--- config.mk ---
export PLATFORM = sky130hd
export DESIGN_NAME = spba_top
export DESIGN_NICKNAME = d
export VERILOG_FILES = /design/src/common/spba_pkg.sv /design/src/hdl/spba_sync.sv /design/src/hdl/spba_top.sv
export VERILOG_INCLUDE_DIRS = /design/src /design/src/common
export SDC_FILE = /design/constraint.sdc
export NUM_CORES = 1
export LEC_CHECK = 0
export BUFFER_PORTS_ARGS = -buffer_cell sky130_fd_sc_hd__buf_2
export CAP_MARGIN = 40
export CORE_ASPECT_RATIO = 1.5
export CORE_MARGIN = 5
export CORE_UTILIZATION = 45
export DETAILED_ROUTE_END_ITERATION = 8
export PLACE_DENSITY = 0.64
export SYNTH_ARGS = -nofsm -noshare
export SYNTH_HDL_FRONTEND = slang
export SYNTH_SLANG_ARGS = --single-unit
--- constraint.sdc ---
create_clock -name core_clk_i -period 4.7 [get_ports core_clk_i]
set_input_delay 0.94 -clock core_clk_i [delete_from_list [all_inputs] [get_ports core_clk_i]]
set_output_delay 0.94 -clock core_clk_i [all_outputs]
set_load 0.01 [all_outputs]
--- src/common/spba_defines.svh ---
// Constants for the secondary bus arbiter and control block.
// Assumes inclusion by bare name from package and design files.
`ifndef SPBA_DEFINES_SVH
`define SPBA_DEFINES_SVH
`define SPBA_NUM_MASTERS      6
`define SPBA_LOCK_EN_BIT      12
`define SPBA_GEN_CTRL_RESET   16'h0000
`define SPBA_CORE_CLK_MHZ     100
`define SPBA_RST_TIME_US      100
`define SPBA_RST_CYCLES       (`SPBA_RST_TIME_US * `SPBA_CORE_CLK_MHZ)
`define SPBA_IDLE_WAIT_CYCLES 2
// Clock output half periods, in 100 MHz core cycles, for the 66, 50, 33, 25 MHz selections
`define SPBA_DIV_66           8'h02
`define SPBA_DIV_50           8'h02
`define SPBA_DIV_33           8'h03
`define SPBA_DIV_25           8'h04
`endif

--- src/common/spba_pkg.sv ---
// Types shared by the secondary bus arbiter and control block.
// Assumes spba_defines.svh is on the include path.
`include "spba_defines.svh"
package spba_pkg;
	// Bus speed selections
	typedef enum logic [1:0] {
		SPBA_SPD_25 = 2'b00,
		SPBA_SPD_33 = 2'b01,
		SPBA_SPD_50 = 2'b10,
		SPBA_SPD_66 = 2'b11
	} spba_speed_e;
	// Arbiter states
	typedef enum logic [1:0] {
		SPBA_ARB_IDLE  = 2'b00,
		SPBA_ARB_GRANT = 2'b01,
		SPBA_ARB_BUSY  = 2'b10
	} spba_arb_e;
endpackage

--- src/hdl/spba_sync.sv ---
// Two flip-flop synchroniser for a vector of pin inputs.
// Assumes inputs asynchronous to core_clk_i.
module spba_sync #(
	parameter int WIDTH = 1,
	parameter logic [WIDTH-1:0] INIT = '0
) (
	// Clock and reset
	input  wire logic             core_clk_i,
	input  wire logic             resetn_i,
	// Data
	input  wire logic [WIDTH-1:0] d_i,
	output logic      [WIDTH-1:0] q_o
);
	logic [WIDTH-1:0] meta_r;   // First stage, read only by q_o

	// Two stage capture
	always_ff @(posedge core_clk_i or negedge resetn_i) begin
		if (!resetn_i) begin
			meta_r <= INIT;
			q_o    <= INIT;
		end else begin
			meta_r <= d_i;
			q_o    <= meta_r;
		end
	end
endmodule

--- src/hdl/spba_top.sv ---
// Secondary PCI bus arbiter, lock enable, clock rate, reset and side inputs.
// Assumes PCI pins arrive asynchronously; pullups resolve open lines outside.
`include "spba_defines.svh"
//
// Contract
// - Internal mode drives six grant outputs.
// - Internal mode samples six request inputs.
// - External mode: grant zero is own request.
// - External mode: request zero is own grant.
// - Accept interrupt lines A to D.
// - Lock pin works only when lock enabled.
// - 66 low: 33 MHz, or 25 when select low.
// - 66 high: 66 MHz, or 50 when select low.
// - Power event input detects wake requests.
// - Drive secondary bus reset output.
module spba_top #(
	parameter int NUM_MASTERS = `SPBA_NUM_MASTERS,
	parameter int RST_CYCLES  = `SPBA_RST_CYCLES
) (
	// Clock and reset
	input  wire logic                     core_clk_i,
	input  wire logic                     resetn_i,
	// Configuration
	input  wire logic                     ext_arb_en_i,
	input  wire logic [15:0]              gen_ctrl_i,
	input  wire logic                     bus_reset_req_i,
	input  wire logic                     own_req_i,
	// Speed straps
	input  wire logic                     m66_enable_i,
	input  wire logic                     pci_clock_rate_select_i,
	// Arbitration pins, active low
	input  wire logic [NUM_MASTERS-1:0]   req_n_i,
	output logic      [NUM_MASTERS-1:0]   gnt_n_o,
	// Bus activity pins, active low
	input  wire logic                     frame_n_i,
	input  wire logic                     irdy_n_i,
	// Lock pin as three signals, plus own lock request
	input  wire logic                     lock_n_i,
	output logic                          lock_n_o,
	output logic                          lock_n_oe_o,
	input  wire logic                     own_lock_i,
	// Interrupt and power event pins, active low
	input  wire logic [3:0]               int_n_i,
	input  wire logic                     pme_n_i,
	// Status outputs
	output logic                          own_gnt_o,
	output logic [3:0]                    int_level_o,
	output logic                          pme_event_o,
	output logic                          lock_seen_o,
	output spba_pkg::spba_speed_e         speed_o,
	output logic                          clk_out_o,
	output logic                          secondary_bus_reset_out_n_o
);
	import spba_pkg::*;

	// Refuse parameter values the logic cannot serve
	if (NUM_MASTERS < 1 || NUM_MASTERS > 6) begin : g_bad_masters
		$error("NUM_MASTERS out of range");
	end
	if (RST_CYCLES < 1) begin : g_bad_rst
		$error("RST_CYCLES must be positive");
	end

	localparam int CW = $clog2(RST_CYCLES + 1);
	localparam int SW = NUM_MASTERS + 4 + 6;

	// Synchronised pins
	logic [SW-1:0]          pins_s;
	logic [NUM_MASTERS-1:0] req_s;
	logic [3:0]             int_s;
	logic                   frame_s;
	logic                   irdy_s;
	logic                   lock_s;
	logic                   pme_s;
	logic                   m66_s;
	logic                   sel_s;

	spba_sync #(.WIDTH(SW), .INIT({SW{1'b1}})) u_sync (
		.core_clk_i (core_clk_i),
		.resetn_i   (resetn_i),
		.d_i        ({req_n_i, int_n_i, frame_n_i, irdy_n_i, lock_n_i, pme_n_i,
		              m66_enable_i, pci_clock_rate_select_i}),
		.q_o        (pins_s)
	);

	// Split synchronised vector
	assign req_s   = ~pins_s[SW-1 -: NUM_MASTERS];
	assign int_s   = ~pins_s[9:6];
	assign frame_s = ~pins_s[5];
	assign irdy_s  = ~pins_s[4];
	assign lock_s  = ~pins_s[3];
	assign pme_s   = ~pins_s[2];
	assign m66_s   = pins_s[1];
	assign sel_s   = pins_s[0];

	// Bus idle when neither frame nor initiator ready
	wire bus_idle = !frame_s && !irdy_s;
	wire lock_en  = gen_ctrl_i[`SPBA_LOCK_EN_BIT];

	// Arbiter state
	spba_arb_e              arb_r, arb_nxt;
	logic [NUM_MASTERS-1:0] gnt_r, gnt_nxt;
	logic [2:0]             last_r, last_nxt;
	logic [2:0]             pick;
	logic                   pick_ok;

	// Round robin pick after last owner
	always_comb begin
		logic [2:0] idx;
		pick    = last_r;
		pick_ok = 1'b0;
		idx     = 3'h0;
		for (int k = NUM_MASTERS; k >= 1; k--) begin
			idx = 3'((int'(last_r) + k) % NUM_MASTERS);
			if (req_s[idx]) begin
				pick    = idx;
				pick_ok = 1'b1;
			end
		end
	end

	// Arbiter next state, one-hot grants only
	always_comb begin
		arb_nxt  = arb_r;
		gnt_nxt  = gnt_r;
		last_nxt = last_r;
		unique case (arb_r)
			SPBA_ARB_IDLE: begin
				if (!ext_arb_en_i && pick_ok && bus_idle) begin
					gnt_nxt  = NUM_MASTERS'(1) << pick;
					last_nxt = pick;
					arb_nxt  = SPBA_ARB_GRANT;
				end
			end
			SPBA_ARB_GRANT: begin
				// Owner started a frame, or dropped its request before starting
				if (frame_s) begin
					arb_nxt = SPBA_ARB_BUSY;
				end else if (!req_s[last_r] || ext_arb_en_i) begin
					gnt_nxt = '0;
					arb_nxt = SPBA_ARB_IDLE;
				end
			end
			SPBA_ARB_BUSY: begin
				// Remove grant when the transaction starts, rearbitrate on idle
				gnt_nxt = '0;
				if (bus_idle) begin
					arb_nxt = SPBA_ARB_IDLE;
				end
			end
			default: begin
				gnt_nxt = '0;
				arb_nxt = SPBA_ARB_IDLE;
			end
		endcase
	end

	// Arbiter registers
	always_ff @(posedge core_clk_i or negedge resetn_i) begin
		if (!resetn_i) begin
			arb_r  <= SPBA_ARB_IDLE;
			gnt_r  <= '0;
			last_r <= 3'h0;
		end else begin
			arb_r  <= arb_nxt;
			gnt_r  <= gnt_nxt;
			last_r <= last_nxt;
		end
	end

	// Grant pins: internal grants, or own request on grant zero
	logic [NUM_MASTERS-1:0] gnt_pin_nxt;
	assign gnt_pin_nxt = ext_arb_en_i ? {{(NUM_MASTERS-1){1'b1}}, ~own_req_i}
	                                  : ~gnt_r;

	// Speed decode from straps
	spba_speed_e speed_nxt;
	assign speed_nxt = m66_s ? (sel_s ? SPBA_SPD_66 : SPBA_SPD_50)
	                         : (sel_s ? SPBA_SPD_33 : SPBA_SPD_25);

	// Clock output divider from core clock
	logic [7:0] div_max;
	logic [7:0] div_cnt_r;
	assign div_max = (speed_o == SPBA_SPD_66) ? `SPBA_DIV_66 :
	                 (speed_o == SPBA_SPD_50) ? `SPBA_DIV_50 :
	                 (speed_o == SPBA_SPD_33) ? `SPBA_DIV_33 : `SPBA_DIV_25;
	wire div_tick = (div_cnt_r >= div_max - 8'h01);

	// Secondary reset counter
	logic [CW-1:0] rst_cnt_r;
	wire           rst_done = (rst_cnt_r == CW'(RST_CYCLES));

	// Power event edge
	logic pme_d_r;

	// Output registers
	always_ff @(posedge core_clk_i or negedge resetn_i) begin
		if (!resetn_i) begin
			gnt_n_o                     <= {NUM_MASTERS{1'b1}};
			own_gnt_o                   <= 1'b0;
			int_level_o                 <= 4'h0;
			pme_event_o                 <= 1'b0;
			pme_d_r                     <= 1'b0;
			lock_n_o                    <= 1'b1;
			lock_n_oe_o                 <= 1'b0;
			lock_seen_o                 <= 1'b0;
			speed_o                     <= SPBA_SPD_25;
			div_cnt_r                   <= 8'h00;
			clk_out_o                   <= 1'b0;
			rst_cnt_r                   <= '0;
			secondary_bus_reset_out_n_o <= 1'b0;
		end else begin
			gnt_n_o     <= gnt_pin_nxt;
			own_gnt_o   <= ext_arb_en_i && req_s[0];
			int_level_o <= int_s;
			pme_d_r     <= pme_s;
			pme_event_o <= pme_s && !pme_d_r;
			lock_n_o    <= ~(lock_en && own_lock_i);
			lock_n_oe_o <= lock_en && own_lock_i;
			lock_seen_o <= lock_en && lock_s;
			speed_o     <= speed_nxt;
			div_cnt_r   <= div_tick ? 8'h00 : div_cnt_r + 8'h01;
			if (div_tick) begin
				clk_out_o <= ~clk_out_o;
			end
			// Hold reset for the timed span, restart on request
			if (bus_reset_req_i) begin
				rst_cnt_r <= '0;
			end else if (!rst_done) begin
				rst_cnt_r <= rst_cnt_r + CW'(1);
			end
			secondary_bus_reset_out_n_o <= rst_done && !bus_reset_req_i;
		end
	end
endmodule

### Yosys cells after proc, flatten, opt, wreduce, memory -nomap -nowiden

Cells that the tools add are included.

| storage, ports and cells | value |
|---|---|
| ROM bits | 0 |
| memories kept | 0 |
| latch bits | 0 |
| output and inout port bits | 19 |
| logic and storage cells | 124 |
| bits of input ports | 38 |
| memory bits (writable) | 0 |
| register bits after elaboration | 85 |

| cells by class | value |
|---|---|
| bitwise logic cells | 8 |
| multiplexer cells | 45 |
| $mul | 0 |
| shift operators | 1 |
| $add $sub $neg | 9 |
| div/mod/pow operators | 6 |
| magnitude comparators | 8 |
| reductions and logical operators | 17 |
| equal/unequal tests | 12 |

Operator list:

| kind | number |
|---|---|
| modulo 32 x 4 -> 32 bit (second input constant) | 6 |
| < comparator 3 x 4 -> 1 bit (second input constant) | 7 |
| 2-to-1 mux 14 bit | 2 |
| 2-to-1 mux 3 bit | 9 |
| 2-to-1 mux 6 bit | 4 |
| binary-select mux 1 bit (select 3 bit) | 7 |
| 2-to-1 mux 1 bit | 15 |
| adder 14 x 1 -> 14 bit (second input constant) | 1 |
| equality test 14 bit (second input constant) | 1 |
| adder 3 x 3 -> 4 bit (second input constant) | 3 |
| inverter 6 bit | 2 |
| case mux 6 bit (2 select lines) | 1 |
| 2-to-1 mux 2 bit | 5 |
| adder 3 x 2 -> 4 bit (second input constant) | 2 |
| adder 8 x 1 -> 8 bit (second input constant) | 1 |
| greater-or-equal comparator 8 bit | 1 |
| logical AND 1 bit | 8 |
| 2-to-1 mux 8 bit | 1 |
| != test 2 bit (second input constant) | 4 |
| equality test 2 bit (second input constant) | 3 |
| case mux 2 bit (3 select lines) | 1 |
| AND reduction 3 bit | 2 |
| << shifter 1 x 3 -> 6 bit (first input constant) | 1 |
| inverter 1 bit | 5 |
| other kinds (10) | 14 |

### Logic depth before layout (Yosys ltp)

Gate-level depths: netlist of run 1.

| depth | value |
|---|---|
| depth after elaboration | 14 |
| mapped depth | 15 |
| depth with buffers taken out | 13 |

### By module

From an unflattened synthesis of run 1, not the netlist that was laid out.

| second synthesis, totals | value |
|---|---|
| cell total of the unflattened synthesis | 371 |
| area, all modules | 4156.5 sq um |

By module, submodules not included:

| module | area an instance (sq um) | sequential area each (sq um) | cells an instance | times used |
|---|---|---|---|---|
| spba_top | 3315.7 | 1335.0 | 339 | 1 |
| spba_sync | 840.8 | 840.8 | 32 | 1 |

### Least setup slack after synthesis of run 1

No wires, ideal clock.

| path | value |
|---|---|
| path kind | reg-to-reg |
| from | register last_r[2] |
| to | register gnt_r[3] |
| data required time | 4.582 ns |
| buffers on the path | 2 |
| setup slack | 1.325 ns |
| library setup time | 0.118 ns |
| arrival time | 3.257 ns |
| stages on the path, launching flop included | 16 |
| period minus slack after synthesis | 3.375 ns |
| path through | dfrtp_1 > buf_6 > inv_1 > ha_1 > buf_2 > a21oi_1 > inv_1 > ha_1 > nand2b_1 > o211ai_1 > o2111ai_1 > mux2i_1 > or4b_4 > nand4_4 > nor3_1 > a2bb2o_4 |

| on the way | value |
|---|---|
| cells in the longest elaborated chain, start to end | 14 |
| elaborated cells between the ends (all ways) | 48 |
| those cells by class | add/sub: 6; div: 6; eq/ne: 2; shift: 1; mux: 28; reduce/logical: 5 |

Ends and longest elaborated chain:

| item | line | RTL |
|---|---|---|
| start, declared | spba_top.sv:103 | `logic [2:0] last_r, last_nxt;` |
| start signal, assigned | spba_top.sv:167 | `last_r <= last_nxt;` |
| adder 3 x 3 -> 4 bit | spba_top.sv:114 | `idx = 3'((int'(last_r) + k) % NUM_MASTERS);` |
| modulo 32 x 4 -> 32 bit | spba_top.sv:114 |  |
| binary-select mux 1 bit (select 3 bit) | spba_top.sv:115 | `if (req_s[idx]) begin` |
| 2-to-1 mux 1 bit (implied by the code) | spba_top.sv:115 |  |
| 2-to-1 mux 1 bit (6 in series) | spba_top.sv:115 |  |
| logical AND 1 bit (2 in series) | spba_top.sv:129 | `if (!ext_arb_en_i && pick_ok && bus_idle) begin` |
| != test 2 bit (no line) | n/a |  |
| AND reduction 3 bit (no line) | n/a |  |
| end signal, assigned | spba_top.sv:166 | `gnt_r <= gnt_nxt;` |
| end, declared | spba_top.sv:102 | `logic [NUM_MASTERS-1:0] gnt_r, gnt_nxt;` |

Several ways; a longest one is shown, not always the timed one. The select of a mux whose other input is x is not followed.
A chain may end at the register's enable or synchronous reset.

### Final worst setup path of run 1

| path | value |
|---|---|
| from | register last_r[1] |
| to | register gnt_r[0] |

The elaborated chain is that of the path after synthesis.

==> impl_metrics.py, run 1 <==
metrics = {
    "status": {
        "outcome": "finished clean",
    },
    "grt": {
        "grt_max_degree": 63,
        "grt_overflow_total": 0,
        "grt_usage_pct": 14.6,
        "antenna_found_initial": 0,
        "grt_pass1_wl_mm": 12.6,
        "grt_pass1_vias": 2780,
    },
    "critical_path": {
        "crit_type": "flip-flop to flip-flop",
        "cp-start-kind": "flip-flop",
        "r2r-start": "last_r[1]$_DFFE_PN0P_",
        "end_kind": "flip-flop",
        "critPathLaunch": "last_r[1]$_DFFE_PN0P_",
        "worstPathArrival_ns": 4.06,
        "critPathMaxFanout": 7,
        "worst_ep_required_time_ns": 4.96,
    },
    "logic_synthesis": {
        "yosysTopAreaCell": "dfrtp_1",
        "synth_enable_flop_cells": 0,
        "synth.most_common_cell": "dfrtp_1",
        "netlist_instances": 352,
        "ys_warn_count": 0,
        "async_flop_share_pct": 100,
        "synth_area_mm2": 0.00399,
        "synth_top_area_share_pct": 28.9,
        "synth_common_cells": "46 x dfrtp_1, 39 x dfstp_2, 31 x nor2_1",
        "synth-seq-cells": 85,
        "synth_area_leaders": "dfrtp_1 29%, dfstp_2 26%, ha_1 4.7%, nor2_1 2.9%, xor2_1 2.4%",
        "syn_area_per_cell_um2": 11.3,
        "yosysSeqAreaShare_pct": 54.6,
        "synth_cell_types": 64,
        "synth_ff_type": "dfrtp_1",
    },
    "placement": {
        "gp_congestion": 0.860,
        "port_buffers": 41,
        "dp_hpwl_mm": 5.27,
        "place_area_mm2": 0.00433,
    },
    "layout": {
        "fin_nets": 454,
        "diodes": 0,
        "design_area_mm2": 0.00468,
        "syn_to_final_growth_pct": 17.5,
        "drive_gt1_share_pct": 27.8,
    },
    "routing": {
        "totalWireLength_mm": 7.23,
        "drc_errors": 0,
        "antenna_left": 0,
        "drt_iter0_drc": 141,
        "vias_per_cell": 5.27,
        "routedWlPerCell_um": 14.0,
        "via_count": 2721,
        "first_pass_iters": 4,
    },
    "timing": {
        "clock_skew_ns": 0.00517,
        "period_needed_ns": 3.80,
        "setup_violations": 0,
        "rsz0062_at_grt": "false",
        "max_freq_mhz": 263,
        "period_share_pct": 80.9,
        "worst-slew-pin-transition_ns": 0.631,
        "slew_violations": 0,
        "slew_headroom_pct": 56.7,
        "hold_slack_ns": 0.355,
        "hold_violations": 0,
        "finalSetupTns_ns": 0,
    },
    "clock_tree": {
        "cts_sinks": 85,
        "cts-root-buf": "clkbuf_16",
        "cts_tree": "built",
        "htree_levels": 3,
        "clk_latency_ns": 0.34,
        "postCtsSetupRepairBufs": 0,
        "postCtsHoldBufs": 0,
        "cts_buffer_depth": 2,
        "cts_resized": 0,
        "path_clk_slew_ns": 0.06,
        "cts-buffers-inserted": 9,
    },
    "power": {
        "p_total_mw": 2.91,
        "power_density_mw_per_mm2": 623,
        "cellLeakagePower_nw": 2.11,
        "ir_worst_vdd_mv": 0.365,
    },
    "worst_hold_path": {
        "hp-class": "flip-flop to flip-flop",
        "min_from": "u_sync.meta_r[9]$_DFF_PN1_",
    },
    "floorplan": {
        "die_y_um": 125,
        "die_x_um": 86.8,
        "rows": 42,
        "core-area_mm2": 0.00872,
        "initial_core_util_pct": 45.7,
        "ios": 57,
        "die_area_mm2": 0.0109,
    },
    "run": {
        "max_cap_viol_count": 0,
    },
}
==> final timing paths <==
path	end	slack (ns)	cells past startpoint
setup / recovery	gnt_r[0]$_DFFE_PN0P_	0.90	13
hold / removal	u_sync.q_o[9]$_DFF_PN1_	0.35	0
setup reg to reg	gnt_r[0]$_DFFE_PN0P_	0.90	13
hold reg to reg	u_sync.q_o[9]$_DFF_PN1_	0.35	0
max in group asynchronous	u_sync.q_o[2]$_DFF_PN1_	3.56	2
min in group asynchronous	rst_cnt_r[3]$_DFFE_PN0N_	0.50	1
==> stage by stage <==
stage	instances	utilization [%]	setup WS (ns)
5_1_grt	516	53.7	0.606
4_1_cts	516	53.7	0.957
3_3_place_gp	499	49.3	1.08
6_report	516	53.7	0.900
3_5_place_dp	500	49.6	0.982
2_1_floorplan	356	-	1.32
==> layer usage <==
metal / vias up / wire (um) / GRT usage (%) / part of all wire, %
li1: 1328 / - / - / -
met1: 1330 / 3070 / 17.6 / 43
met2: 48 / 3740 / 23.7 / 52
met3: 15 / 216 / 4.54 / 3.0
met4: 0 / 197 / 6.61 / 2.7
met5: - / 0 / 0 / 0
==> placed cells by master (no fill, tap or decap), types with 4 or more instances in the layout <==
| master | count |
|---|---|
| xor2_1 | 11 |
| nand2b_1 | 11 |
| a21oi_1 | 12 |
| nor4_1 | 4 |
| nand3b_1 | 6 |
| ha_1 | 15 |
| and3_1 | 8 |
| nor2_1 | 31 |
| a21o_1 | 5 |
| dfstp_2 | 39 |
| buf_2 | 40 |
| conb_1 | 5 |
| buf_4 | 4 |
| nor2b_1 | 8 |
| o21ai_0 | 5 |
| mux2i_1 | 8 |
| o21ai_1 | 4 |
| a211o_1 | 4 |
| o22ai_1 | 4 |
| xnor2_1 | 8 |
| dfrtp_1 | 46 |
| clkbuf_16 | 10 |
| nor3_1 | 6 |
| nand3_1 | 13 |
| nand2_1 | 13 |
| inv_1 | 25 |
==> flip-flops by register name, summed over array words and instances (netlist names) <==
signal / count
gnt_r: 6
last_r: 3
pme_d_r: 1
rst_cnt_r: 14
div_cnt_r: 8
u_sync.meta_r: 16
secondary_bus_reset_out_n_o: 1
gnt_n_o: 6
pme_event_o: 1
clk_out_o: 1
lock_n_oe_o: 1
lock_seen_o: 1
int_level_o: 4
speed_o: 2
own_gnt_o: 1
lock_n_o: 1
arb_r: 2
u_sync.q_o: 16
==> cell type report <==
class | count | area (um2)
clock buffer | 11 | 264
clock inverter | 5 | 86.3
fill | 800 | 4040
inverter | 26 | 97.6
multi-input combinational | 234 | 1660
sequential | 85 | 2180
tap | 110 | 138
timing repair buffer | 45 | 258
==> cells by family after synthesis <==
kind of cell    count (synthesis)  synth area share, %
flops                          85                 54.6
simple gates                  117                 16.2
xor+xnor                       20                 4.58
compound gates                 64                 11.6
buf+inv                        37                 4.08
other cells                     1               0.0941
mux                            13                 4.08
fa+ha+maj                      15                 4.71
==> worst max-delay path: stages (launching register included) <==
cell and delay (ns):
dfrtp_1 0.53, inv_1 0.22, ha_1 0.26, xor2_1 0.39, inv_1 0.11, ha_1 0.29
nand2b_1 0.15, nor3b_1 0.09, or3_1 0.33, a311oi_1 0.40, nor4bb_1 0.28, a211o_1 0.17
or3b_1 0.40, o22ai_1 0.13
==> report_power, final <==
part	internal [mW]	total [mW]	leakage, nW	switching, mW
Combinational	0.513	1.23	0.931	0.717
Sequential	0.826	0.884	1.01	0.0587
Clock	0.517	0.801	0.172	0.283
Total	1.86	2.91	2.11	1.06
Power figures use the tool's default switching activity.
==> inputs of run 2 (changes only) <==
--- a/config.mk
+++ b/config.mk
@@ -6,6 +6,7 @@
 export SDC_FILE = /design/constraint.sdc
 export NUM_CORES = 1
 export LEC_CHECK = 0
+export ABC_AREA = 1
 export BUFFER_PORTS_ARGS = -buffer_cell sky130_fd_sc_hd__buf_2
 export CAP_MARGIN = 40
 export CORE_ASPECT_RATIO = 1.5
==> constraint.sdc (replaced) <==
create_clock -name core_clk_i -period 3.66 [get_ports core_clk_i]
set_input_delay 0.732 -clock core_clk_i [delete_from_list [all_inputs] [get_ports core_clk_i]]
set_output_delay 0.732 -clock core_clk_i [all_outputs]
set_load 0.01 [all_outputs]
==> run 2 against run 1 <==
  * Global-route usage grew 0.18 points
  * Clock-buffer cell count is the same
  * Non-clock buffer count shrank 2
  * Utilization grew 0.27 points
  * Register-to-register slack lost 0.36 ns
  * Synthesized cell count grew 21%
  * Via count grew 2.5%
  * Clock power grew 11%
  * Worst setup slack lost 0.36 ns
  * Combinational power grew 46%
  * Critical path type unchanged
  * Largest cell class unchanged
  * Highest routed layer unchanged
==> impl_metrics.py, run 2 <==
metrics = {
    "layout": {
        "drive_gt1_share_pct": 24.7,
        "diodes": 0,
        "fillCellCount": 758,
        "final_common_cell": "nand2_1",
        "multi_input_area_mm2": 0.00139,
        "fin_nets": 534,
        "top_regs": "u_sync.meta_r (16), u_sync.q_o (16), rst_cnt_r (14)",
        "syn_to_final_growth_pct": 17.3,
        "final_cell_mix": "99 x nand2_1, 66 x inv_1, 46 x dfrtp_1, 40 x buf_2, 39 x dfstp_2",
        "seqCellArea_mm2": 0.00218,
    },
    "timing": {
        "setup_violations": 0,
        "max_freq_mhz": 320,
        "rsz0062_at_grt": "false",
        "worst-slew-pin-transition_ns": 0.628,
        "hold_slack_ns": 0.268,
        "slew_violations": 0,
        "period_share_pct": 85.3,
        "hold_violations": 0,
        "layout_setup_ws_ns": 0.536,
        "finalSetupTns_ns": 0,
        "slew_headroom_pct": 57.7,
        "clock_skew_ns": 0.00455,
        "period_needed_ns": 3.12,
    },
    "routing": {
        "totalWireLength_mm": 6.79,
        "first_pass_iters": 4,
        "antenna_left": 0,
        "via_count": 2788,
        "vias_per_cell": 4.70,
        "drt_iter0_drc": 98,
        "drc_errors": 0,
        "routedWlPerCell_um": 11.4,
    },
    "critical_path": {
        "crit_end": "gnt_r[3]$_DFFE_PN0P_",
        "worst_r2r_endpoint": "gnt_r[3]$_DFFE_PN0P_",
        "worst_ep_required_time_ns": 3.91,
        "critPathLaunch": "last_r[1]$_DFFE_PN0P_",
        "crit_type": "flip-flop to flip-flop",
        "critical_path.cell_chain": "inv_1, ha_1, a21oi_4, inv_1, ha_1, nor2_1, nand2_1, nand2_2, nand2_2, nand2_1, nand2_1, nand2_1, nand3_2, nand2_2, inv_2, nand3_1, nand2_2, nor2_4, nand2_1, o21ai_1",
        "rr_worst_depth": 20,
        "end_kind": "flip-flop",
        "cp-start-kind": "flip-flop",
        "worstPathArrival_ns": 3.38,
        "max_stage_delay_ns": 0.50,
        "crit_top_cell": "nand2_1",
        "critPathMaxFanout": 9,
        "r2r-start": "last_r[1]$_DFFE_PN0P_",
        "reg2reg_slack_ns": 0.54,
        "cp_slowest_cell": "dfrtp_1",
    },
    "clock_tree": {
        "cts-root-buf": "clkbuf_16",
        "cts_tree": "built",
        "cts_sinks": 85,
        "postCtsSetupRepairBufs": 0,
        "htree_levels": 3,
        "clk_latency_ns": 0.33,
        "cts-buffers-inserted": 9,
        "cts_buffer_depth": 2,
        "postCtsHoldBufs": 0,
        "path_clk_slew_ns": 0.06,
        "cts_resized": 0,
    },
    "placement": {
        "dp_slack_ns": 0.545,
        "dp_hpwl_mm": 5.21,
        "gp_congestion": 0.852,
        "port_buffers": 41,
    },
    "logic_synthesis": {
        "synth_area_leaders": "dfrtp_1 30%, dfstp_2 27%, nand2_1 9.7%, inv_1 6.4%, ha_1 4.9%",
        "syn_area_per_cell_um2": 9.00,
        "synth_ff_type": "dfrtp_1",
        "async_flop_share_pct": 100,
        "synth_common_cells": "99 x nand2_1, 66 x inv_1, 46 x dfrtp_1",
        "synth_top_area_share_pct": 29.9,
        "synth-seq-cells": 85,
        "yosysTopAreaCell": "dfrtp_1",
        "ys_warn_count": 0,
        "yosysSeqAreaShare_pct": 56.6,
        "synth.most_common_cell": "nand2_1",
        "synth_area_mm2": 0.00384,
        "netlist_instances": 427,
        "synth_cell_types": 35,
        "synth_enable_flop_cells": 0,
    },
    "power": {
        "cellLeakagePower_nw": 2.25,
        "p_total_mw": 3.80,
        "ir_worst_vdd_mv": 0.440,
        "power_density_mw_per_mm2": 843,
    },
    "floorplan": {
        "rows": 41,
        "die_x_um": 85.5,
        "ios": 57,
        "initial_core_util_pct": 46.0,
        "core-area_mm2": 0.00836,
        "die_y_um": 123,
        "die_area_mm2": 0.0105,
    },
    "grt": {
        "antenna_found_initial": 0,
        "grt_pass1_vias": 2857,
        "grt_usage_pct": 14.8,
        "grt_pass1_wl_mm": 12.3,
        "grt_max_degree": 69,
        "grt_overflow_total": 0,
    },
    "run": {
        "max_cap_viol_count": 0,
    },
    "status": {
        "outcome": "finished clean",
    },
    "worst_hold_path": {
        "hp-class": "input pin to async pin",
    },
}
==> run 2: changes by cell type in the layout (fill, tap and decap cells not counted), moves of 9 or more <==
cell,change
inv_1,+41
nand2_1,+86
nand2_2,+10
nand2b_1,-11
nand3_1,+14
o21ai_0,+21
xor2_1,-9
==> run 2: cells by family after synthesis <==
| logic type | Yosys count | share of synthesized area (%) |
|---|---|---|
| adders and majority gates | 15 | 4.88 |
| buffers and inverters | 74 | 7.55 |
| and+or+nand+nor | 198 | 22.8 |
| other | 1 | 0.0976 |
| AOI/OAI and AO/OA | 52 | 7.62 |
| DFF | 85 | 56.6 |
| xor gates and xnor gates | 2 | 0.456 |
==> run 2: cell type report <==
class                           instances  share of cell area [%]
Timing Repair Buffer                   43                    5.38
Multi-Input combinational cell        272                    30.9
Clock inverter                          5                    1.30
Inverter                               70                    5.83
Clock buffer                           11                    5.38
Tap cell                              107                    2.97
Sequential cell                        85                    48.3
==> run 2: metal layers <==
metal | wire length (um) | share of wire, % | track usage (%) | vias to the layer above
met2 | 3500 | 52 | 25.0 | 38
met1 | 2920 | 43 | 17.3 | 1298
met3 | 215 | 3.2 | 3.53 | 11
met5 | 0 | 0 | 0 | -
li1 | - | - | - | 1441
met4 | 148 | 2.2 | 8.02 | 0
==> run 2: worst max-delay path: cells and delay by family (launching register included) <==
family	cells	cell delay, ns
simple gates	13	1.21
fa+ha+maj	2	0.63
flops	1	0.50
buf+inv	3	0.33
compound gates	2	0.36
==> run 2: per-stage QoR <==
stage               cells  util (%)  cell area [um2]
floorplan             431         -             3860
global placement      576      50.0             4180
detailed placement    577      50.3             4210
CTS                   593      53.9             4510
global route          593      53.9             4510
finish                593      53.9             4510
==> run 2: worst min path at each step <==
stage                         endpoint  slack [ns]  cells past startpoint
3_5_place_dp   u_sync.q_o[4]$_DFF_PN1_        0.35                      0
2_1_floorplan  u_sync.q_o[0]$_DFF_PN1_        0.35                      0
6_report         lock_seen_o$_DFF_PN0_        0.27                      1
5_1_grt          pme_event_o$_DFF_PN0_        0.27                      1
3_3_place_gp   u_sync.q_o[7]$_DFF_PN1_        0.35                      0
4_1_cts          lock_seen_o$_DFF_PN0_        0.26                      1
==> run 2: report_power, final <==
| group | switching (mW) | leakage (nW) | internal, mW |
|---|---|---|---|
| clock | 0.343 | 0.150 | 0.548 |
| sequential | 0.0611 | 1.01 | 1.05 |
| combinational | 1.20 | 1.09 | 0.601 |
| total | 1.60 | 2.25 | 2.20 |
